<file path="config.mk">
export PLATFORM = sky130hd
export DESIGN_NAME = srcp_status_regs
export DESIGN_NICKNAME = d
export VERILOG_FILES = /design/src/shared/srcp_pkg.sv /design/src/rtl/srcp_status_regs.sv
export SDC_FILE = /design/constraint.sdc
export NUM_CORES = 1
export LEC_CHECK = 0
export BUFFER_PORTS_ARGS = -buffer_cell sky130_fd_sc_hd__buf_2
export CORE_MARGIN = 2
export CORE_UTILIZATION = 44
export CTS_CLUSTER_DIAMETER = 30
export CTS_CLUSTER_SIZE = 8
export DETAILED_ROUTE_END_ITERATION = 8
export PLACE_DENSITY = 0.63
export SLEW_MARGIN = 15
export SYNTH_ARGS = -nofsm -noshare
export SYNTH_HDL_FRONTEND = slang
export SYNTH_SLANG_ARGS = --single-unit
</file>
<file path="constraint.sdc">
create_clock -name clock -period 8.9 [get_ports clock]
set_clock_uncertainty 0.1 [all_clocks]
set_input_delay 0.89 -clock clock [delete_from_list [all_inputs] [get_ports clock]]
set_output_delay 0.89 -clock clock [all_outputs]
set_load 0.005 [all_outputs]
</file>
<file path="src/shared/srcp_pkg.sv">
package srcp_pkg;
    localparam int REG_W = 16;
    localparam int ADDR_W = 8;
    localparam int DATA_W = 32;
    // Register offsets
    localparam logic [ADDR_W-1:0] OFF_CMD = 8'h00;
    localparam logic [ADDR_W-1:0] OFF_PCHAR = 8'h04;
    localparam logic [ADDR_W-1:0] OFF_RESP = 8'h08;
    localparam logic [ADDR_W-1:0] OFF_STATUS = 8'h0c;
    localparam logic [ADDR_W-1:0] OFF_ERRQ = 8'h10;
    // Command word fields
    localparam int CMD_OP_LSB = 0;
    localparam int CMD_SET_LSB = 4;
    localparam int CMD_KIND_LSB = 6;
    localparam int CMD_FMT_LSB = 8;
    localparam logic [3:0] OP_CLS = 4'h1;
    localparam logic [3:0] OP_STAT_PRESET = 4'h2;
    localparam logic [3:0] OP_RST = 4'h3;
    localparam logic [3:0] OP_SYS_PRESET = 4'h4;
    localparam logic [3:0] OP_QUEUE_CLR = 4'h5;
    localparam logic [3:0] OP_ERR_CLR = 4'h6;
    localparam logic [3:0] OP_PROGRAM = 4'h7;
    localparam logic [3:0] OP_QUERY = 4'h8;
    localparam logic [3:0] OP_FORMAT = 4'h9;
    // Register sets and kinds
    localparam logic [1:0] SET_STD = 2'h0;
    localparam logic [1:0] KIND_COND = 2'h0;
    localparam logic [1:0] KIND_EVENT = 2'h1;
    localparam logic [1:0] KIND_ENABLE = 2'h2;
    localparam int NUM_SETS = 4;
    // Status and pop word fields
    localparam int ST_FMT_LSB = 0;
    localparam int ST_PERR_BIT = 2;
    localparam int ST_BUSY_BIT = 3;
    localparam int ST_RCNT_LSB = 8;
    localparam int ST_ECNT_LSB = 16;
    localparam int RESP_VALID_BIT = 8;
    localparam int ERRQ_VALID_BIT = 16;
    // Characters
    localparam logic [7:0] CH_HASH = 8'h23;
    localparam logic [7:0] CH_SPACE = 8'h20;
    localparam logic [7:0] CH_0 = 8'h30;
    localparam logic [7:0] CH_9 = 8'h39;
    localparam logic [7:0] CH_A = 8'h41;
    localparam logic [7:0] CH_F = 8'h46;
    localparam logic [7:0] CH_B = 8'h42;
    localparam logic [7:0] CH_H = 8'h48;
    localparam logic [7:0] CH_Q = 8'h51;
    localparam logic [7:0] CASE_BIT = 8'h20;
    // Error codes
    localparam logic [15:0] ERR_BAD_DIGIT = 16'h0001;
    localparam logic [15:0] ERR_BAD_HEADER = 16'h0002;
    localparam logic [15:0] ERR_NO_DIGITS = 16'h0003;
    localparam logic [15:0] ERR_READ_ONLY = 16'h0004;
    localparam logic [15:0] ERR_BAD_CMD = 16'h0005;
    localparam logic [15:0] ERR_BUSY = 16'h0006;
    // Digit counts for a 16-bit value
    localparam logic [4:0] DIGITS_DEC = 5'd5;
    localparam logic [4:0] DIGITS_HEX = 5'd4;
    localparam logic [4:0] DIGITS_OCT = 5'd6;
    localparam logic [4:0] DIGITS_BIN = 5'd16;
    typedef enum logic [1:0] {
        FMT_ASC = 2'h0,
        FMT_HEX = 2'h1,
        FMT_OCT = 2'h2,
        FMT_BIN = 2'h3
    } srcp_fmt_t;
    typedef enum logic [3:0] {
        PS_START = 4'b0001,
        PS_HEADER = 4'b0010,
        PS_NDN = 4'b0100,
        PS_DEC = 4'b1000
    } srcp_pstate_t;
    typedef enum logic [3:0] {
        RG_IDLE = 4'b0001,
        RG_HASH = 4'b0010,
        RG_LETTER = 4'b0100,
        RG_DIGIT = 4'b1000
    } srcp_rgen_t;
endpackage

</file>
<file path="src/rtl/srcp_status_regs.sv">
// How it works
// - Reset clears all event and enable registers and empties both queues.
// - Instrument reset and system preset commands leave status state alone.
// - Clear-status and status preset zero all four event registers.
// - They also zero operation, measurement and questionable enables.
// - Standard event enable changes only through its own program command.
// - Status preset keeps the error queue contents.
// - Clear-status empties the error queue.
// - Queue clear and error clear commands each empty the error queue.
// - Programming an enable register with zero clears it.
// - Only enable registers accept writes; others are read-only.
// - Each parameter bit sets the matching enable bit to 0 or 1.
// - Registers are 16 bits, bit n weighing two to the n.
// - Parameters may be binary, decimal, hexadecimal or octal.
// - Non-decimal parameters start with #B, #H or #Q.
// - The radix letter is accepted in either case.
// - Decimal parameters carry no prefix.
// - Digits are limited to those valid for the radix.
// - A query returns the current contents of any status register.
// - The answer's binary form marks exactly the set bits.
// - Response radix is selectable, decimal after reset.
// - Non-decimal responses are prefixed with #B, #H or #Q.
`timescale 1ns/1ns
module srcp_status_regs #(
    parameter int ERRQ_DEPTH = 8,
    parameter int RESP_DEPTH = 20
) (
    input wire logic clock,
    input wire logic rst_n,
    input wire logic psel,
    input wire logic penable,
    input wire logic pwrite,
    input wire logic [srcp_pkg::ADDR_W-1:0] paddr,
    input wire logic [srcp_pkg::DATA_W-1:0] pwdata,
    output logic [srcp_pkg::DATA_W-1:0] prdata,
    output logic pready,
    output logic pslverr,
    input wire logic [srcp_pkg::REG_W-1:0] operCond,
    input wire logic [srcp_pkg::REG_W-1:0] measCond,
    input wire logic [srcp_pkg::REG_W-1:0] quesCond,
    input wire logic [srcp_pkg::REG_W-1:0] stdEvtSet,
    input wire logic [srcp_pkg::REG_W-1:0] operEvtSet,
    input wire logic [srcp_pkg::REG_W-1:0] measEvtSet,
    input wire logic [srcp_pkg::REG_W-1:0] quesEvtSet,
    input wire logic errPushValid,
    input wire logic [15:0] errPushCode
);
    import srcp_pkg::*;

    localparam int EQ_AW = $clog2(ERRQ_DEPTH);
    localparam int RS_AW = $clog2(RESP_DEPTH + 1);

    function automatic logic addrMapped(input logic [ADDR_W-1:0] a);
        return a == OFF_CMD || a == OFF_PCHAR || a == OFF_RESP ||
            a == OFF_STATUS || a == OFF_ERRQ;
    endfunction

    // Returns {isDigit, value} for 0-9 and A-F in either case
    function automatic logic [4:0] charVal(input logic [7:0] c);
        logic [7:0] u;
        u = c & ~CASE_BIT;
        if (c >= CH_0 && c <= CH_9) begin
            return {1'b1, 4'(c - CH_0)};
        end
        if (u >= CH_A && u <= CH_F) begin
            return {1'b1, 4'(u - CH_A + 8'd10)};
        end
        return 5'h00;
    endfunction

    function automatic logic [4:0] radixOf(input srcp_fmt_t f);
        case (f)
            FMT_HEX: return 5'd16;
            FMT_OCT: return 5'd8;
            FMT_BIN: return 5'd2;
            default: return 5'd10;
        endcase
    endfunction

    function automatic logic [2:0] bitsOf(input srcp_fmt_t f);
        case (f)
            FMT_HEX: return 3'd4;
            FMT_OCT: return 3'd3;
            default: return 3'd1;
        endcase
    endfunction

    function automatic logic [4:0] digitsOf(input srcp_fmt_t f);
        case (f)
            FMT_HEX: return DIGITS_HEX;
            FMT_OCT: return DIGITS_OCT;
            FMT_BIN: return DIGITS_BIN;
            default: return DIGITS_DEC;
        endcase
    endfunction

    function automatic logic [REG_W-1:0] pow10(input logic [4:0] p);
        case (p)
            5'd4: return 16'd10000;
            5'd3: return 16'd1000;
            5'd2: return 16'd100;
            5'd1: return 16'd10;
            default: return 16'd1;
        endcase
    endfunction

    // APB decode
    wire setup = psel & ~penable;
    wire access = psel & penable;
    wire wrAcc = access & pwrite;
    wire rdAcc = access & ~pwrite;
    wire cmdWr = wrAcc & (paddr == OFF_CMD);
    wire charWr = wrAcc & (paddr == OFF_PCHAR);
    wire [3:0] op = pwdata[CMD_OP_LSB +: 4];
    wire [1:0] cmdSet = pwdata[CMD_SET_LSB +: 2];
    wire [1:0] cmdKind = pwdata[CMD_KIND_LSB +: 2];
    wire [7:0] ch = pwdata[7:0];

    assign pready = 1'b1;
    assign pslverr = access & ~addrMapped(paddr);

    // Instrument reset and system preset opcodes are decoded but touch nothing here
    wire opKnown = (op >= OP_CLS) && (op <= OP_FORMAT);
    wire clrEvents = cmdWr & (op == OP_CLS || op == OP_STAT_PRESET);
    wire errClr = cmdWr & (op == OP_CLS || op == OP_QUEUE_CLR ||
        op == OP_ERR_CLR);

    // Parser state
    srcp_pstate_t ps_ff, nxt_ps;
    srcp_fmt_t pfmt_ff, nxt_pfmt;
    logic [REG_W-1:0] acc_ff, nxt_acc;
    logic got_ff, nxt_got, perr_ff, nxt_perr;
    logic [15:0] perrCode_ff, nxt_perrCode;

    wire [4:0] cv = charVal(ch);
    wire digitOk = cv[4] && ({1'b0, cv[3:0]} < radixOf(pfmt_ff));
    wire [19:0] accWide = 20'(acc_ff);
    wire [19:0] accDec = (accWide << 3) + (accWide << 1) + 20'(cv[3:0]);
    wire [19:0] accP2 = (accWide << bitsOf(pfmt_ff)) | 20'(cv[3:0]);
    wire [REG_W-1:0] accNext = (pfmt_ff == FMT_ASC) ? accDec[REG_W-1:0] :
        accP2[REG_W-1:0];
    wire [7:0] upper = ch & ~CASE_BIT;

    wire progCmd = cmdWr & (op == OP_PROGRAM);
    wire paramGood = ~perr_ff & (ps_ff == PS_DEC ||
        (ps_ff == PS_NDN && got_ff));
    wire progOk = progCmd & (cmdKind == KIND_ENABLE) & paramGood;

    always_comb begin
        nxt_ps = ps_ff;
        nxt_pfmt = pfmt_ff;
        nxt_acc = acc_ff;
        nxt_got = got_ff;
        nxt_perr = perr_ff;
        nxt_perrCode = perrCode_ff;
        if (progCmd) begin
            nxt_ps = PS_START;
            nxt_pfmt = FMT_ASC;
            nxt_acc = '0;
            nxt_got = 1'b0;
            nxt_perr = 1'b0;
        end else if (charWr && !perr_ff) begin
            case (ps_ff)
                PS_START: begin
                    if (ch == CH_HASH) begin
                        nxt_ps = PS_HEADER;
                    end else if (digitOk) begin
                        nxt_ps = PS_DEC;
                        nxt_acc = accNext;
                        nxt_got = 1'b1;
                    end else if (ch != CH_SPACE) begin
                        nxt_perr = 1'b1;
                        nxt_perrCode = ERR_BAD_DIGIT;
                    end
                end
                PS_HEADER: begin
                    nxt_ps = PS_NDN;
                    if (upper == CH_B) begin
                        nxt_pfmt = FMT_BIN;
                    end else if (upper == CH_H) begin
                        nxt_pfmt = FMT_HEX;
                    end else if (upper == CH_Q) begin
                        nxt_pfmt = FMT_OCT;
                    end else begin
                        nxt_perr = 1'b1;
                        nxt_perrCode = ERR_BAD_HEADER;
                    end
                end
                PS_NDN, PS_DEC: begin
                    if (digitOk) begin
                        nxt_acc = accNext;
                        nxt_got = 1'b1;
                    end else begin
                        nxt_perr = 1'b1;
                        nxt_perrCode = ERR_BAD_DIGIT;
                    end
                end
                default: nxt_ps = PS_START;
            endcase
        end
    end

    always_ff @(posedge clock) begin
        if (!rst_n) begin
            ps_ff <= PS_START;
            pfmt_ff <= FMT_ASC;
            acc_ff <= '0;
            got_ff <= 1'b0;
            perr_ff <= 1'b0;
            perrCode_ff <= '0;
        end else begin
            ps_ff <= nxt_ps;
            pfmt_ff <= nxt_pfmt;
            acc_ff <= nxt_acc;
            got_ff <= nxt_got;
            perr_ff <= nxt_perr;
            perrCode_ff <= nxt_perrCode;
        end
    end

    // Event and enable register sets: 0 std, 1 oper, 2 meas, 3 ques
    logic [REG_W-1:0] evt_ff [NUM_SETS];
    logic [REG_W-1:0] en_ff [NUM_SETS];
    wire [REG_W-1:0] setIn [NUM_SETS];
    wire [REG_W-1:0] condIn [NUM_SETS];
    assign setIn[0] = stdEvtSet;
    assign setIn[1] = operEvtSet;
    assign setIn[2] = measEvtSet;
    assign setIn[3] = quesEvtSet;
    assign condIn[0] = '0;
    assign condIn[1] = operCond;
    assign condIn[2] = measCond;
    assign condIn[3] = quesCond;

    for (genvar g = 0; g < NUM_SETS; g++) begin : g_set
        // A new event in the clearing cycle survives the clear
        wire [REG_W-1:0] nxt_evt = (clrEvents ? '0 : evt_ff[g]) |
            setIn[g];
        wire progHit = progOk & (cmdSet == 2'(g));
        wire presetHit = clrEvents & (2'(g) != SET_STD);
        wire [REG_W-1:0] nxt_en = progHit ? acc_ff :
            (presetHit ? '0 : en_ff[g]);
        always_ff @(posedge clock) begin
            if (!rst_n) begin
                evt_ff[g] <= '0;
                en_ff[g] <= '0;
            end else begin
                evt_ff[g] <= nxt_evt;
                en_ff[g] <= nxt_en;
            end
        end
    end

    // Response generator
    srcp_rgen_t rg_ff, nxt_rg;
    srcp_fmt_t fmt_ff, qfmt_ff, nxt_qfmt;
    logic [REG_W-1:0] val_ff, nxt_val;
    logic [4:0] pos_ff, nxt_pos;
    logic [3:0] cnt_ff, nxt_cnt;
    logic started_ff, nxt_started, sub_ff, nxt_sub;
    logic respWrite;
    logic [7:0] respChar;

    wire busy = (rg_ff != RG_IDLE);
    wire queryCmd = cmdWr & (op == OP_QUERY);
    wire queryStart = queryCmd & ~busy;
    wire srcpFmtCmd = cmdWr & (op == OP_FORMAT);
    wire [REG_W-1:0] selVal = (cmdKind == KIND_COND) ? condIn[cmdSet] :
        (cmdKind == KIND_EVENT) ? evt_ff[cmdSet] :
        (cmdKind == KIND_ENABLE) ? en_ff[cmdSet] : '0;
    wire [7:0] shamt = 8'(pos_ff) * 8'(bitsOf(qfmt_ff));
    wire [REG_W-1:0] shifted = val_ff >> shamt;
    wire [3:0] p2Mask = 4'(radixOf(qfmt_ff) - 5'd1);
    wire [3:0] digit = (qfmt_ff == FMT_ASC) ? cnt_ff :
        (shifted[3:0] & p2Mask);
    wire lastPos = (pos_ff == '0);
    wire emit = (digit != '0) | started_ff | lastPos;
    wire [REG_W-1:0] pw = pow10(pos_ff);
    wire [7:0] digitChar = (digit < 4'd10) ? CH_0 + 8'(digit) :
        CH_A + 8'(digit) - 8'd10;

    always_comb begin
        nxt_rg = rg_ff;
        nxt_qfmt = qfmt_ff;
        nxt_val = val_ff;
        nxt_pos = pos_ff;
        nxt_cnt = cnt_ff;
        nxt_started = started_ff;
        nxt_sub = sub_ff;
        respWrite = 1'b0;
        respChar = CH_0;
        case (rg_ff)
            RG_IDLE: begin
                if (queryStart) begin
                    nxt_val = selVal;
                    nxt_qfmt = fmt_ff;
                    nxt_pos = digitsOf(fmt_ff) - 5'd1;
                    nxt_cnt = '0;
                    nxt_started = 1'b0;
                    nxt_sub = (fmt_ff == FMT_ASC);
                    nxt_rg = (fmt_ff == FMT_ASC) ? RG_DIGIT : RG_HASH;
                end
            end
            RG_HASH: begin
                respWrite = 1'b1;
                respChar = CH_HASH;
                nxt_rg = RG_LETTER;
            end
            RG_LETTER: begin
                respWrite = 1'b1;
                respChar = (qfmt_ff == FMT_BIN) ? CH_B :
                    (qfmt_ff == FMT_HEX) ? CH_H : CH_Q;
                nxt_rg = RG_DIGIT;
            end
            RG_DIGIT: begin
                if (sub_ff && val_ff >= pw) begin
                    nxt_val = val_ff - pw;
                    nxt_cnt = cnt_ff + 4'd1;
                end else begin
                    respWrite = emit;
                    respChar = digitChar;
                    nxt_started = started_ff | emit;
                    nxt_cnt = '0;
                    nxt_pos = pos_ff - 5'd1;
                    nxt_rg = lastPos ? RG_IDLE : RG_DIGIT;
                end
            end
            default: nxt_rg = RG_IDLE;
        endcase
    end

    always_ff @(posedge clock) begin
        if (!rst_n) begin
            rg_ff <= RG_IDLE;
            fmt_ff <= FMT_ASC;
            qfmt_ff <= FMT_ASC;
            val_ff <= '0;
            pos_ff <= '0;
            cnt_ff <= '0;
            started_ff <= 1'b0;
            sub_ff <= 1'b0;
        end else begin
            rg_ff <= nxt_rg;
            fmt_ff <= srcpFmtCmd ?
                srcp_fmt_t'(pwdata[CMD_FMT_LSB +: 2]) : fmt_ff;
            qfmt_ff <= nxt_qfmt;
            val_ff <= nxt_val;
            pos_ff <= nxt_pos;
            cnt_ff <= nxt_cnt;
            started_ff <= nxt_started;
            sub_ff <= nxt_sub;
        end
    end

    // Output queue holding the response characters
    logic [7:0] respMem [RESP_DEPTH];
    logic [RS_AW-1:0] rWr_ff, rRd_ff;
    logic [DATA_W-1:0] prdata_ff;
    wire respAvail = (rRd_ff < rWr_ff);
    wire respPop = rdAcc & (paddr == OFF_RESP) & prdata_ff[RESP_VALID_BIT];

    always_ff @(posedge clock) begin
        if (!rst_n) begin
            rWr_ff <= '0;
            rRd_ff <= '0;
        end else begin
            rWr_ff <= queryStart ? '0 : rWr_ff + RS_AW'(respWrite);
            rRd_ff <= queryStart ? '0 : rRd_ff + RS_AW'(respPop);
        end
    end

    always_ff @(posedge clock) begin
        if (respWrite) begin
            respMem[rWr_ff] <= respChar;
        end
    end

    // Error queue; a push in the clearing cycle is kept
    logic [15:0] errMem [ERRQ_DEPTH];
    logic [EQ_AW-1:0] eqWr_ff, eqRd_ff;
    logic [EQ_AW:0] eqCnt_ff;
    wire progErr = progCmd & ~progOk;
    wire [15:0] progErrCode = (cmdKind != KIND_ENABLE) ? ERR_READ_ONLY :
        (perr_ff ? perrCode_ff : ERR_NO_DIGITS);
    wire intPush = progErr | (cmdWr & ~opKnown) | (queryCmd & busy);
    wire [15:0] intCode = progErr ? progErrCode :
        (queryCmd ? ERR_BUSY : ERR_BAD_CMD);
    wire push = intPush | errPushValid;
    wire [15:0] pushCode = intPush ? intCode : errPushCode;
    wire eqPop = rdAcc & (paddr == OFF_ERRQ) & prdata_ff[ERRQ_VALID_BIT] &
        ~errClr;
    wire [EQ_AW-1:0] eqWrBase = errClr ? '0 : eqWr_ff;
    wire [EQ_AW-1:0] eqRdBase = errClr ? '0 : eqRd_ff;
    wire [EQ_AW:0] eqCntBase = errClr ? '0 : eqCnt_ff;
    wire eqPush = push & ((eqCntBase != (EQ_AW+1)'(ERRQ_DEPTH)) | eqPop);

    always_ff @(posedge clock) begin
        if (!rst_n) begin
            eqWr_ff <= '0;
            eqRd_ff <= '0;
            eqCnt_ff <= '0;
        end else begin
            eqWr_ff <= eqWrBase + EQ_AW'(eqPush);
            eqRd_ff <= eqRdBase + EQ_AW'(eqPop);
            eqCnt_ff <= eqCntBase + (EQ_AW+1)'(eqPush) - (EQ_AW+1)'(eqPop);
        end
    end

    always_ff @(posedge clock) begin
        if (eqPush) begin
            errMem[eqWrBase] <= pushCode;
        end
    end

    // Read data is captured in the setup cycle
    wire [DATA_W-1:0] statusWord = (DATA_W'(fmt_ff) << ST_FMT_LSB) |
        (DATA_W'(perr_ff) << ST_PERR_BIT) | (DATA_W'(busy) << ST_BUSY_BIT) |
        (DATA_W'(rWr_ff - rRd_ff) << ST_RCNT_LSB) |
        (DATA_W'(eqCnt_ff) << ST_ECNT_LSB);
    wire [DATA_W-1:0] respWord = respAvail ?
        ((DATA_W'(1) << RESP_VALID_BIT) | DATA_W'(respMem[rRd_ff])) : '0;
    wire [DATA_W-1:0] errqWord = (eqCnt_ff != '0) ?
        ((DATA_W'(1) << ERRQ_VALID_BIT) | DATA_W'(errMem[eqRd_ff])) : '0;
    wire [DATA_W-1:0] rdMux = (paddr == OFF_STATUS) ? statusWord :
        (paddr == OFF_RESP) ? respWord :
        (paddr == OFF_ERRQ) ? errqWord : '0;

    always_ff @(posedge clock) begin
        if (!rst_n) begin
            prdata_ff <= '0;
        end else if (setup && !pwrite) begin
            prdata_ff <= rdMux;
        end
    end
    assign prdata = prdata_ff;
endmodule // srcp_status_regs

</file>
After elaboration in Yosys (flattened, before gate mapping)
Memory sizes are Yosys's and may differ from the RTL's. A register that Yosys moved wholly into a read port is not among the register bits.
Index checks and enable logic that the tools add are counted.
{"block": "word_totals", "mem_bits_ro": 0, "mem_bits_rw": 416, "register_bits": 127, "input_bits": 174, "latch_bits": 0, "mem_count": 4}
{"block": "op_classes", "n_reduce_logical": 49, "bitwise_logic": 66, "shifts": 2, "n_mux": 115, "eq_ne": 60, "addsub": 20, "mul": 1, "n_div": 0, "order_cmp": 11}
{"name": "respMem", "depth": 20, "width": 8, "read_ports": 1, "rd_clocked_by_memory_dff": 1, "wr": 1, "line_no": "srcp_status_regs.sv:356", "source": "logic [7:0] respMem [RESP_DEPTH];"}
{"name": "errMem", "depth": 8, "width": 16, "read_ports": 1, "rd_clocked_by_memory_dff": 1, "wr": 1, "line_no": "srcp_status_regs.sv:379", "source": "logic [15:0] errMem [ERRQ_DEPTH];"}
{"name": "en_ff", "depth": 4, "width": 16, "read_ports": 1, "rd_clocked_by_memory_dff": 0, "wr": 4, "line_no": "srcp_status_regs.sv:223", "source": "logic [REG_W-1:0] en_ff [NUM_SETS];"}
{"name": "evt_ff", "depth": 4, "width": 16, "read_ports": 5, "rd_clocked_by_memory_dff": 0, "wr": 4, "line_no": "srcp_status_regs.sv:222", "source": "logic [REG_W-1:0] evt_ff [NUM_SETS];"}
{"op": "two-way mux 16 bit", "n": 40}
{"op": "bitwise OR 16 bit", "n": 4}
{"op": "case mux 16 bit (2 select lines)", "n": 2}
{"op": "case mux 14 bit (4 select lines)", "n": 1}
{"op": "two-way mux 5 bit", "n": 11}
{"op": "two-way mux 17 bit", "n": 3}
{"op": "case mux 16 bit (3 select lines)", "n": 1}
{"op": "two-way mux 4 bit", "n": 10}
{"op": "binary-select mux 16 bit (select 2 bit)", "n": 1}
{"op": "two-way mux 32 bit", "n": 1}
{"op": "bitwise OR 32 x 20 -> 32 bit", "n": 1}
{"op": "bitwise OR 4 x 32 -> 32 bit", "n": 1}
{"op": "case mux 5 bit (3 select lines)", "n": 2}
{"op": "bitwise AND 1 bit", "n": 29}
{"op": "!= test 2 bit, second input constant", "n": 14}
{"op": "case mux 4 bit (3 select lines)", "n": 2}
{"op": "case mux 8 bit (3 select lines)", "n": 1}
{"op": "equality test 7 x 6 -> 1 bit, second input constant", "n": 3}
{"op": "two-way mux 1 bit", "n": 21}
{"op": "equality test 4 x 3 -> 1 bit, second input constant", "n": 5}
{"op": "equality test 2 bit, second input constant", "n": 9}
{"op": "adder 16 bit", "n": 1}
{"op": "adder 16 x 4 -> 16 bit", "n": 1}
{"op": "equality test 4 bit, second input constant", "n": 4}
{"op": "73 further kinds", "n": 156}

Logic depth before layout (Yosys ltp)
Gate-level depths: netlist of the first run.
{"block": "logic_depth", "word_depth": 14, "ltp_mapped": 26}

Worst setup path before layout of the first run
No wires, ideal clock.
{"block": "synth_path", "path_kind": "in2reg", "start": "input port paddr[1] (netlist name)", "end": "memory errMem[2][0] (enable)", "arrival_time_ps": 4836, "setup_ps": 436, "path_buffers": 1, "slack_ps": 3527, "stages": 10, "required_time_ps": 8364, "cell_sequence": "or4_4 > nor4_4 > nand2_4 > or3_4 > buf_2 > and2_1 > ha_1 > inv_1 > o32ai_4 > nor4b_1"}
{"block": "synth_via", "elab_chain_len": 13, "elab_cells_between_ends": 26, "classes_between": "eq/ne: 2; mux: 4; bitwise: 19; reduce/logical: 1"}
{"item": "start, declared", "line_no": "srcp_status_regs.sv:33", "source": "input wire logic [srcp_pkg::ADDR_W-1:0] paddr,"}
{"item": "logical NOT 8 bit", "line_no": "srcp_status_regs.sv:112", "source": "wire cmdWr = wrAcc & (paddr == OFF_CMD);"}
{"item": "bitwise AND 1 bit", "line_no": "srcp_status_regs.sv:112"}
{"item": "bitwise AND 1 bit", "line_no": "srcp_status_regs.sv:144", "source": "wire progCmd = cmdWr & (op == OP_PROGRAM);"}
{"item": "bitwise AND 1 bit (2 in a row)", "line_no": "srcp_status_regs.sv:147", "source": "wire progOk = progCmd & (cmdKind == KIND_ENABLE) & paramGood;"}
{"item": "NOT 1 bit", "line_no": "srcp_status_regs.sv:382", "source": "wire progErr = progCmd & ~progOk;"}
{"item": "bitwise AND 1 bit", "line_no": "srcp_status_regs.sv:382"}
{"item": "bitwise OR 1 bit (2 in a row)", "line_no": "srcp_status_regs.sv:385", "source": "wire intPush = progErr | (cmdWr & ~opKnown) | (queryCmd & busy);"}
{"item": "bitwise OR 1 bit", "line_no": "srcp_status_regs.sv:388", "source": "wire push = intPush | errPushValid;"}
{"item": "bitwise AND 1 bit", "line_no": "srcp_status_regs.sv:395", "source": "wire eqPush = push & ((eqCntBase != (EQ_AW+1)'(ERRQ_DEPTH)) | eqPop);"}
{"item": "two-way mux 1 bit", "line_no": "srcp_status_regs.sv:410", "source": "if (eqPush) begin"}
{"item": "two-way mux 1 bit (not written as such)", "line_no": "srcp_status_regs.sv:411", "source": "errMem[eqWrBase] <= pushCode;"}
{"item": "end, declared", "line_no": "srcp_status_regs.sv:379"}
Parallel ways exist; a longest one is shown, timed or not.

Worst setup path in the final report of the first run
{"block": "layout_path", "start": "register qfmt_ff[1]", "end": "memory respMem[7][6] (enable)"}
{"block": "layout_via", "elab_chain_len": 13, "elab_cells_between_ends": 18, "classes_between": "add/sub: 1; mul: 1; eq/ne: 3; shift: 1; mux: 7; bitwise: 3; reduce/logical: 2"}
{"item": "start, declared", "line_no": "srcp_status_regs.sv:256", "source": "srcp_fmt_t fmt_ff, qfmt_ff, nxt_qfmt;"}
{"item": "start signal, assigned", "line_no": "srcp_status_regs.sv:346", "source": "qfmt_ff <= nxt_qfmt;"}
{"item": "equality test 2 bit or equality test 2 x 1 -> 1 bit (tied branches)", "line_no": "srcp_status_regs.sv:72, srcp_status_regs.sv:81"}
{"item": "case mux 3 bit (2 select lines)", "line_no": "srcp_status_regs.sv:81", "source": "case (f)"}
{"item": "multiplier 5 x 3 -> 8 bit", "line_no": "srcp_status_regs.sv:271", "source": "wire [7:0] shamt = 8'(pos_ff) * 8'(bitsOf(qfmt_ff));"}
{"item": "right shift 16 x 8 -> 4 bit", "line_no": "srcp_status_regs.sv:272", "source": "wire [REG_W-1:0] shifted = val_ff >> shamt;"}
{"item": "bitwise AND 4 bit", "line_no": "srcp_status_regs.sv:275", "source": "(shifted[3:0] & p2Mask);"}
{"item": "two-way mux 4 bit *", "line_no": "srcp_status_regs.sv:274", "source": "wire [3:0] digit = (qfmt_ff == FMT_ASC) ? cnt_ff :"}
{"item": "nonzero test 4 bit *", "line_no": "srcp_status_regs.sv:277", "source": "wire emit = (digit != '0) | started_ff | lastPos;"}
{"item": "bitwise OR 1 bit * (2 in a row)", "line_no": "srcp_status_regs.sv:277"}
{"item": "two-way mux 1 bit *", "line_no": "srcp_status_regs.sv:316", "source": "if (sub_ff && val_ff >= pw) begin"}
{"item": "case mux 1 bit (2 select lines) *", "line_no": "srcp_status_regs.sv:292", "source": "case (rg_ff)"}
{"item": "two-way mux 1 bit *", "line_no": "srcp_status_regs.sv:373", "source": "if (respWrite) begin"}
{"item": "two-way mux 1 bit (not written as such) *", "line_no": "srcp_status_regs.sv:374", "source": "respMem[rWr_ff] <= respChar;"}
{"item": "end, declared", "line_no": "srcp_status_regs.sv:356"}
Every way passes the cells marked *; elsewhere a longest branch is shown, timed or not.

==> results of run 1 <==
-- cell usage after synthesis, types with 25 or more instances --
cell      number  area share, %
edfxtp_1     332             40
dfxtp_1      166             13
nor2_1       123            1.9
mux4_2       119             11
nand2_1      105            1.6
a21oi_1       88            1.8
and2_1        87            2.2
ha_1          87            4.4
clkbuf_1      72            1.1
a22o_1        70            2.5
o21ai_0       60            1.2
nor3_1        50            1.0
nor2b_1       45            1.1
inv_1         38           0.58
mux2i_1       35            1.4
mux2_2        26            1.2
nand2b_1      25           0.63
-- power groups by stage --
stage	logic, mW	clock network, mW	registers, mW
2_1_floorplan	0.208	0	2.61
3_3_place_gp	0.321	0	2.61
3_5_place_dp	0.327	0	2.62
4_1_cts	0.329	4.16	2.58
5_1_grt	0.356	4.28	2.58
6_report	0.327	4.11	2.58
-- layer usage --
metal  GRT usage (%)  part of all wire [%]  wire [µm]  up-vias
met1            29.2                    43      27000     8608
met3            4.27                   6.1       3890      148
met2            36.0                    48      30400      570
li1                -                     -          -     7844
met5               0                 0.043         27        -
met4            9.07                   3.4       2130        4
-- kinds of logic (layout without fill, tap and decap cells) --
kind of cell	count (synthesis)	count (layout)
xor+xnor	34	34
fa+ha+maj	96	96
mux	180	180
other cells	1	7
buf+inv	167	457
compound gates	389	389
simple gates	553	553
flops	498	498
-- state kept, by name, summed over array words and instances (netlist names), 2 cells and up --
| name | count |
|---|---|
| acc_ff | 16 |
| cnt_ff | 4 |
| en_ff | 64 |
| eqCnt_ff | 4 |
| eqRd_ff | 3 |
| eqWr_ff | 3 |
| errMem | 128 |
| evt_ff | 64 |
| fmt_ff | 2 |
| perrCode_ff | 2 |
| pfmt_ff | 2 |
| pos_ff | 5 |
| prdata | 21 |
| ps_ff | 4 |
| qfmt_ff | 2 |
| rRd_ff | 5 |
| rWr_ff | 5 |
| respMem | 140 |
| rg_ff | 4 |
| val_ff | 16 |
-- path summary, 6_finish.rpt --
path | from | to | slack (ns) | depth (start not counted)
worst max-delay path | qfmt_ff[1]$_SDFFE_PN0P_ | respMem[7][6]$_DFFE_PP_ | 2.76 | 17
worst min-delay path | quesEvtSet[14] | evt_ff[3][14]$_SDFF_PN0_ | 0.35 | 2
worst max register to register | qfmt_ff[1]$_SDFFE_PN0P_ | respMem[7][6]$_DFFE_PP_ | 2.76 | 17
worst min register to register | started_ff$_SDFFE_PN0P_ | started_ff$_SDFFE_PN0P_ | 0.36 | 2
-- critical path: cells and delay by family, from the launching register on --
kind	cells	cell delay, ns
buf+inv	3	0.31
compound gates	4	0.82
simple gates	5	1.95
flops	1	0.37
fa+ha+maj	5	2.15
-- area by class of cell --
cell class              instances  area, µm²  share of cell area, %
clock buffers                 136       2880                   9.55
multi-input cells            1253      10700                   35.6
repair buffers                218       1180                   3.92
well taps                     748        936                   3.11
inverters                      41        156                  0.519
diodes                          6       15.0                 0.0498
clock inverters                62        933                   3.10
flip-flops and latches        498      13300                   44.1
==> results by group, run 1 <==
Outcome
  • Outcome: finished clean

Detailed routing
  • Pre-Repair DR Iteration Count: 5
  • Via count: ~17k
  • Initial DRC Count: 1335
  • Antenna violation net count after detailed routing: 0
  • Routed wire length: roughly 64000 µm
  • WL per Instance: 21.4 µm
  • Via-to-Cell Ratio: about 5.8
  • DR DRC count: 0

Setup path
  • WP data required: roughly 9.0 ns
  • Critical path's slowest cell: nor3_1
  • CP cell instances: inv_1 -> ha_1 -> nand2b_1 -> fa_1 -> inv_1 -> ha_1 -> fa_1 -> nor2_1 -> a221oi_1 -> a32o_1 -> a22o_1 -> inv_1 -> ha_1 -> nand3b_1 -> o31ai_1 -> and2_1 -> nor3_1
  • CP arrival: about 6.3 ns
  • Type of origin of the critical path: flip-flop
  • Crit end category: flip-flop
  • Critical-path maximum fanout: 21
  • Crit Path Category: flip-flop to flip-flop
  • Crit-path max cell delay: about 1.0 ns

Placement
  • Worst slack at placement: about 2.8 ns
  • Area after DPL: between 0.02 and 0.03 mm²
  • Final RePlAce weighted congestion: approximately 0.9
  • Hpwl dp: 42300 µm
  • Inst Count DP: approximately 2.8k
  • Buffers on Ports: approximately 180

Yosys
  • #FFs+latches synth: about 500
  • Simple-gate area share of the yosys netlist: a little under an eighth
  • Syn. warnings: 0
  • Post-synthesis cell area: around 0.025 mm²
  • Post-synthesis mux area share: ~13%
  • Ys async rst share: 0%
  • Largest family of logic cells by synthesized area: multiplexers
  • XOR/XNOR share of the synthesized area: approximately 1.2%
  • Ys flop type: edfxtp_1
  • Avg Synthesized Cell Area: roughly 13 µm²
  • Compound-gate portion of the synthesized area: a little under an eighth
  • EDFF count, synth: approximately 330
  • Synth Net Count: between 2k and 2.5k
  • Post-Synthesis Cells: 1918
  • Netlist cell types: between 90 and 100
  • Synth Area in Adders: 5.14%
  • Register area share after synthesis: a little over half

Floorplanning
  • Top Ports: roughly 210
  • Cell Rows: 86
  • Chip Height: between 200 and 250 µm
  • CORE AREA: between 0.05 and 0.06 mm²
  • Starting Density: 44.6%
  • Chip width: around 240 µm
  • Die area: just under 0.06 mm²

Clock network
  • CTS resizes: 0
  • Hold Buf Count CTS: 0
  • Clock sink count: roughly 500
  • TritonCTS clock tree: yes
  • # H-tree levels: 3
  • CTS Root Cell: clkbuf_16
  • Max clock buf depth: 3
  • CTS Buf Count: ~110
  • Worst-path clk slew: 0.05 ns
  • Worst-Skew Late Latency: between 0.6 and 0.7 ns
  • Postcts setup bufs: 0

Layout
  • Number of fill cells: roughly 4.6k
  • Commonest non-fill, non-tap cell in the layout: edfxtp_1
  • Most frequent cells in the layout: edfxtp_1, buf_2, dfxtp_1, nor2_1, mux4_2
  • Synthesis-to-finish area growth: 22.2%
  • Non-Filler Instances: between 2k and 3k
  • Final instance area: approximately 0.03 mm²
  • Share of cells above drive strength 1: roughly a quarter
  • NumNets Final: around 2.4k
  • Final core utilization: 54.5%

Power and ir drop
  • Total power: roughly 7.0 mW
  • Pint: approximately 5.5 mW
  • Combinational fraction of design power: 4.7%
  • Pwr/cell area: between 200 and 250 mW/mm²
  • VDD IR max: around 0.23 mV
  • Switching power: 1.47 mW
  • Seq pwr share: 36.8%
  • Leakage power: ~11 nW
  • Clk pwr share: around 59%
  • Sw frac: a little over a fifth

GRT
  • Largest net degree at the start of global routing: 68
  • Grt total ovfl: 0
  • First-pass GRT wire length: slightly below 100000 µm
  • Vias in the first global route: 17.3k
  • Initial antenna violation count: 5
  • GRT Total Usage: between 20% and 30%

STA
  • Finish-stage setup viols: 0
  • Worst Tran Pin Value: 1.14 ns
  • Setup TNS: 0 ns
  • Final worst-path cycle share: 69.0%
  • Max Freq: 163 MHz
  • Pins over their slew limit: 0
  • Hold Slack: about 0.35 ns
  • Hold violation total from the final report: 0
  • Max-slew headroom: between 20% and 30%
  • Setup ws final: roughly 2.8 ns
  • Min Tclk post-route: 6.14 ns
  • RSZ-0062 raised after global routing: no

Hold path
  • HP Class: input pin to flip-flop

Job
  • Max Cap Violations: 0
No activity file was read; power rests on OpenSTA's default activity.
==> run 2: changes to the inputs <==
ABC_AREA = 1   (was default)
PLACE_DENSITY = 0.65   (was 0.63)
clock period = 5 ns   (was 8.9 ns; I/O delays follow)
==> run 2 against run 1 <==
Compared with the run above: die area up 1.1%; final cell count up 30%; sequential share of layout area down 1.2 points; total power up 73%; critical path type unchanged; synthesized cell count up 42%; highest routed layer unchanged; largest cell class unchanged.
==> results by group, run 2 <==
Floorplanning
  • Chip width: 242 µm
  • Starting Density: between 40% and 50%
  • Die area: between 0.05 and 0.06 mm²
  • Top Ports: 208
  • Chip Height: around 240 µm
  • CORE AREA: about 0.056 mm²
  • Cell Rows: slightly below 90

GRT
  • GRT Total Usage: roughly a quarter
  • Vias in the first global route: 21.1k
  • First-pass GRT wire length: 113000 µm
  • Largest net degree at the start of global routing: 77
  • Grt total ovfl: 0
  • Initial antenna violation count: 3

Setup path
  • CP arrival: around 5.2 ns
  • Crit Path Category: flip-flop to flip-flop
  • CP dominant cell by count: nand2_1
  • Type of origin of the critical path: flip-flop
  • Crit end category: flip-flop
  • Critical-path maximum fanout: 12
  • WP data required: 5.50 ns
  • CP Buf/Inv Count: 6
  • Critical path's slowest cell: fa_1
  • Crit-path max cell delay: ~0.54 ns
  • Delay-heaviest family, CP: simple AND/OR/NAND/NOR gates

STA
  • Worst Tran Pin Value: ~1.1 ns
  • Min Tclk post-route: approximately 4.7 ns
  • Finish-stage setup viols: 0
  • Max-slew headroom: ~30%
  • Pins over their slew limit: 0
  • Hold violation total from the final report: 0
  • Final worst-path cycle share: 94.2%
  • Max Freq: roughly 210 MHz

Layout
  • Largest regs: respMem x140, errMem x128
  • Synthesis-to-finish area growth: 24.3%
  • Multi-input combinational cell area: about 0.01 mm²
  • Share of cells above drive strength 1: ~17%
  • Commonest non-fill, non-tap cell in the layout: nand2_1
  • Largest Register: respMem
  • Max reg flops: between 100 and 150
  • Sequential Area: around 0.013 mm²
  • Non-Filler Instances: approximately 3.9k
  • Most frequent cells in the layout: nand2_1, edfxtp_1, nor2_1, inv_1, o21ai_0
  • Number of fill cells: slightly below 5k
  • NumNets Final: approximately 3.3k

Detailed routing
  • Antenna violation net count after detailed routing: 0
  • Via-to-Cell Ratio: approximately 5.5
  • WL per Instance: between 15 and 20 µm
  • Initial DRC Count: between 1.5k and 2k
  • Routed wire length: approximately 73000 µm
  • Via count: 21.4k
  • DR DRC count: 0
  • Pre-Repair DR Iteration Count: 5

Yosys
  • Avg Synthesized Cell Area: 9.17 µm²
  • Most frequent cells after synthesis: nand2_1, edfxtp_1, nor2_1, inv_1, o21ai_0
  • Netlist cell types: 67
  • Post-synthesis cell area: 0.0249 mm²
  • #FFs+latches synth: roughly 500
  • Synth area leaders: edfxtp_1, dfxtp_1, nand2_1
  • Register area share after synthesis: approximately 53%
  • Synth Net Count: roughly 3.0k
  • Ys flop type: edfxtp_1
  • Ys async rst share: 0%
  • Syn. warnings: 0
  • Post-Synthesis Cells: 2721
  • Synth top area share: 40.0%
  • Most common cell in the synthesized netlist: nand2_1
  • EDFF count, synth: ~330
  • Post-synth top area cell: edfxtp_1

Power and ir drop
  • VDD IR max: between 0.2 and 0.3 mV
  • Leakage power: ~13 nW
  • Total power: 12.1 mW
  • Pwr/cell area: 390 mW/mm²

Placement
  • Final RePlAce weighted congestion: a little over 0.9
  • Buffers on Ports: ~180
  • Hpwl dp: ~48000 µm
  • Inst Count DP: 3585

Job
  • Max Cap Violations: 0

Clock network
  • CTS Root Cell: clkbuf_16
  • CTS Buf Count: roughly 110
  • TritonCTS clock tree: yes
  • Worst-Skew Late Latency: 0.68 ns
  • Clock sink count: 498
  • Worst-path clk slew: around 0.05 ns
  • # H-tree levels: 3
  • Max clock buf depth: 3

Hold path
  • HP Class: input pin to flip-flop

Outcome
  • Outcome: finished clean
==> run 2: cell count changes after synthesis, moves of 39 or more <==
cell / before / now
a21oi_1: 88 / 177
a22o_1: 70 / 17
a22oi_1: 6 / 45
and2_1: 87 / 0
inv_1: 38 / 249
mux4_2: 119 / 0
nand2_1: 105 / 501
nand3_1: 23 / 93
nor2_1: 123 / 289
nor2b_1: 45 / 0
o21ai_0: 60 / 232
o22ai_1: 1 / 55
==> run 2: layout make-up <==
class,instances,share of cell area (%)
Clock inverter,62,2.37
Sequential cell,498,42.9
Inverter,279,3.39
Multi-Input combinational cell,1807,32.4
Clock buffer,139,9.12
Timing Repair Buffer,314,6.75
Tap cell,756,3.05
Antenna cell,3,0.0242
==> run 2: timing repair <==
action	CTS	global route
hold buffers	64	0
setup buffers	0	4
setup endpoints to repair	0	145
resized for setup	0	21
hold endpoints to repair	64	0
==> run 2: kinds of logic (layout without fill, tap and decap cells) <==
kind of cell	count (synthesis)	in the layout	share of synthesized area (%)
buffers and inverters	416	794	6.76
muxes	10	10	0.401
xor gates and xnor gates	24	24	0.843
DFF	498	498	53.3
other	1	4	0.0150
AOI/OAI and AO/OA	669	669	16.1
adders and majority gates	96	96	5.09
and+or+nand+nor	1007	1007	17.5
==> run 2: stage by stage <==
stage | hold slack [ns] | TNS [ns] | area [µm²] | util, % | setup slack (ns)
floorplan | 0.340 | 0 | 24900 | - | 0.428
global placement | 0.350 | 0 | 26700 | 47.5 | 0.137
detailed placement | 0.359 | 0 | 26700 | 47.5 | 0.0279
CTS | 0.0873 | 0 | 30900 | 55.0 | 0.0256
global route | 0.139 | -0.238 | 31000 | 55.2 | -0.0412
finish | 0.0944 | 0 | 31000 | 55.2 | 0.289
==> run 2: routing by layer <==
metal  GRT usage (%)  vias up  share of wire (%)
met3            4.20      193                6.6
met1            30.9    10300                 42
li1                -    10100                  -
met5               0        -              0.011
met2            40.9      877                 48
met4            10.1        2                3.6
==> run 2: path summary, 6_finish.rpt <==
kind                             endpoint  slack (ns)                     from  cells past startpoint
hold reg to reg   evt_ff[1][8]$_SDFF_PN0_        0.37  evt_ff[1][8]$_SDFF_PN0_                      2
hold / removal     fmt_ff[1]$_SDFFE_PN0P_        0.09                pwdata[9]                      3
setup / recovery     rWr_ff[2]$_SDFF_PP0_        0.29  qfmt_ff[1]$_SDFFE_PN0P_                     31
setup reg to reg     rWr_ff[2]$_SDFF_PP0_        0.29  qfmt_ff[1]$_SDFFE_PN0P_                     31
==> run 2: power by group <==
part           total [mW]  internal (mW)  switching [mW]
registers            4.58           4.53          0.0495
clock network        6.82           4.51            2.31
logic               0.700          0.255           0.445
==> run 2: tightest hold or removal path, stage by stage <==
cell and delay (ns):
buf_2 0.11, o21ai_0 0.08, a21oi_1 0.12
==> run 3: changes to the inputs <==
CORE_UTILIZATION = 55   (was 44)
PLACE_DENSITY = 0.78   (was 0.65)
SLEW_MARGIN = 20   (was 15)
==> run 3 against run 2 <==
Compared with the run above: the flow now finishes with violations (negative hold slack); via count is 1.6% higher; non-clock buffer count is 25 lower; sequential power hardly changed; sequential share of layout area is 1.8 points higher; total power is 10% lower; design area is 3.9% lower; clock power is 18% lower; final cell count is 5.7% lower; global-route usage is 5.6 points higher; critical path type unchanged; largest power group unchanged.
==> results by group, run 3 (same netlist as run 2, synthesis figures left out) <==
Outcome
  • Outcome: finished with violations
  • Failing checks: negative hold slack

Power and ir drop
  • Total power: around 11 mW
  • Clk pwr share: approximately half
  • Leakage power: about 12 nW
  • Seq pwr share: 42.1%
  • Switching power: 2.53 mW
  • Pint: about 8.3 mW
  • Sw frac: a little under a quarter
  • Combinational fraction of design power: 6.4%
  • Pwr/cell area: 365 mW/mm²
  • VDD IR max: about 0.38 mV

STA
  • Hold Slack: -0.000748 ns
  • Final worst-path cycle share: about 95%
  • Max Freq: ~210 MHz
  • Worst Tran Pin Value: roughly 1.1 ns
  • Setup ws final: 0.273 ns
  • Finish-stage setup viols: 0
  • Setup TNS: 0 ns
  • Hold violation total from the final report: 1
  • Pins over their slew limit: 0
  • Max-slew headroom: roughly a quarter
  • Min Tclk post-route: roughly 4.7 ns

Setup path
  • Flop2flop setup slack: about 0.27 ns
  • Launch point of the worst reg-to-reg path: qfmt_ff[1]$_SDFFE_PN0P_
  • Crit-path max cell delay: around 0.55 ns
  • Type of origin of the critical path: flip-flop
  • Worst r2r path cells: 30
  • Delay-heaviest family, CP: adder cells
  • CP arrival: just over 5 ns
  • Crit Path Category: flip-flop to flip-flop
  • CP dominant cell by count: nand2_1
  • RR Endpoint: rWr_ff[2]$_SDFF_PP0_
  • Crit end category: flip-flop
  • Critical path's slowest cell: fa_1
  • WP data required: around 5.4 ns
  • Critical-path maximum fanout: 7
  • CP Buf/Inv Count: 7

Detailed routing
  • DR DRC count: 0
  • Initial DRC Count: 2312
  • Routed wire length: slightly above 70000 µm
  • Via-to-Cell Ratio: between 5 and 6
  • Via count: roughly 22k
  • Antenna violation net count after detailed routing: 0
  • Pre-Repair DR Iteration Count: 8
  • WL per Instance: slightly below 20 µm

Clock network
  • Worst-Skew Late Latency: 0.63 ns
  • Worst-path clk slew: roughly 0.060 ns
  • CTS Root Cell: clkbuf_16
  • Max clock buf depth: 3
  • # H-tree levels: 3
  • Clock sink count: 498
  • CTS Buf Count: about 90
  • TritonCTS clock tree: yes

Floorplanning
  • CORE AREA: 0.0451 mm²
  • Chip Height: 217 µm
  • Die area: ~0.047 mm²
  • Cell Rows: between 70 and 80
  • Top Ports: about 210
  • Starting Density: 55.3%
  • Chip width: between 200 and 250 µm

Layout
  • Non-Filler Instances: 3638
  • Largest Register: respMem
  • Max reg flops: 140
  • Final instance area: around 0.030 mm²
  • Number of fill cells: 3372
  • Most frequent cells in the layout: nand2_1, edfxtp_1, nor2_1, inv_1, o21ai_0
  • Commonest non-fill, non-tap cell in the layout: nand2_1
  • Final core utilization: roughly two thirds
  • NumNets Final: between 3k and 4k
  • Synthesis-to-finish area growth: 19.4%
  • Share of cells above drive strength 1: between 15 and 20%
  • Largest regs: respMem x140, errMem x128

Job
  • Max Cap Violations: 0

Placement
  • Area after DPL: about 0.026 mm²
  • Worst slack at placement: 0.0641 ns
  • Hpwl dp: approximately 46000 µm
  • Final RePlAce weighted congestion: about 0.94
  • Inst Count DP: approximately 3.4k
  • Buffers on Ports: around 180

GRT
  • First-pass GRT wire length: approximately 110000 µm
  • Largest net degree at the start of global routing: 83
  • Vias in the first global route: 21.4k
  • GRT Total Usage: slightly below 30%
  • Grt total ovfl: 0
  • Initial antenna violation count: 1

Hold path
  • HP Class: input pin to flip-flop
  • Hold path start: quesEvtSet[11]
  • Hold path endpoint: evt_ff[3][11]$_SDFF_PN0_
  • Hold path depth: 3
-- run 3: changes by cell type in the layout (fill, tap and decap cells not counted), moves of 3 or more --
cell           before  now
clkinv_4            9    2
clkbuf_16         107   90
buf_4              64   69
bufinv_16          10    3
dlygate4sd3_1      64   35
clkinvlp_4         10    7
clkinv_2           16   10
-- run 3: cell type report --
cell class	count	area [µm²]	share of cell area (%)
timing repair buffer	289	1810	6.07
antenna	2	5.00	0.0168
inverter	279	1050	3.53
multi-input combinational	1807	10000	33.7
clock buffer	124	2450	8.23
sequential	498	13300	44.7
tap	600	751	2.52
clock inverter	39	368	1.24
-- run 3: power groups by stage --
| stage | clock (mW) | sequential (mW) | combinational, mW |
|---|---|---|---|
| floorplan | 0 | 4.64 | 0.405 |
| global placement | 0 | 4.65 | 0.617 |
| detailed placement | 0 | 4.65 | 0.643 |
| CTS | 5.61 | 4.58 | 0.672 |
| global route | 5.83 | 4.59 | 0.756 |
| finish | 5.60 | 4.58 | 0.695 |
-- run 3: layer usage --
layer  global-route usage (%)  vias to the layer above  share of wire [%]
li1                         -                     9973                  -
met1                     36.9                    10300                 39
met2                     50.0                     1203                 48
met3                     5.53                      222                8.7
met4                     15.4                        0                4.5
met5                        0                        -                  0
-- run 3: worst min-delay path, delay by kind of cell --
family                 cells  cell delay [ns]
buffers and inverters      1             0.09
AND/OR/NAND/NOR            1             0.04
AO/OA/AOI/OAI              1             0.06
-- run 3: worst max path at each step --
stage | start | end | cells past startpoint
6_report | qfmt_ff[1]$_SDFFE_PN0P_ | rWr_ff[2]$_SDFF_PP0_ | 30
5_1_grt | qfmt_ff[1]$_SDFFE_PN0P_ | respMem[6][4]$_DFFE_PP_ | 28
4_1_cts | qfmt_ff[1]$_SDFFE_PN0P_ | rWr_ff[4]$_SDFF_PP0_ | 31
3_5_place_dp | qfmt_ff[1]$_SDFFE_PN0P_ | rWr_ff[4]$_SDFF_PP0_ | 31
3_3_place_gp | qfmt_ff[1]$_SDFFE_PN0P_ | rWr_ff[4]$_SDFF_PP0_ | 31
2_1_floorplan | qfmt_ff[1]$_SDFFE_PN0P_ | respMem[16][0]$_DFFE_PP_ | 28
-- run 3: repair_timing --
item,4_1_cts,5_1_grt
hold endpoints to repair,35,0
buffers inserted,0,7
hold buffers,35,0
setup endpoints to repair,0,165
resized for setup,0,25
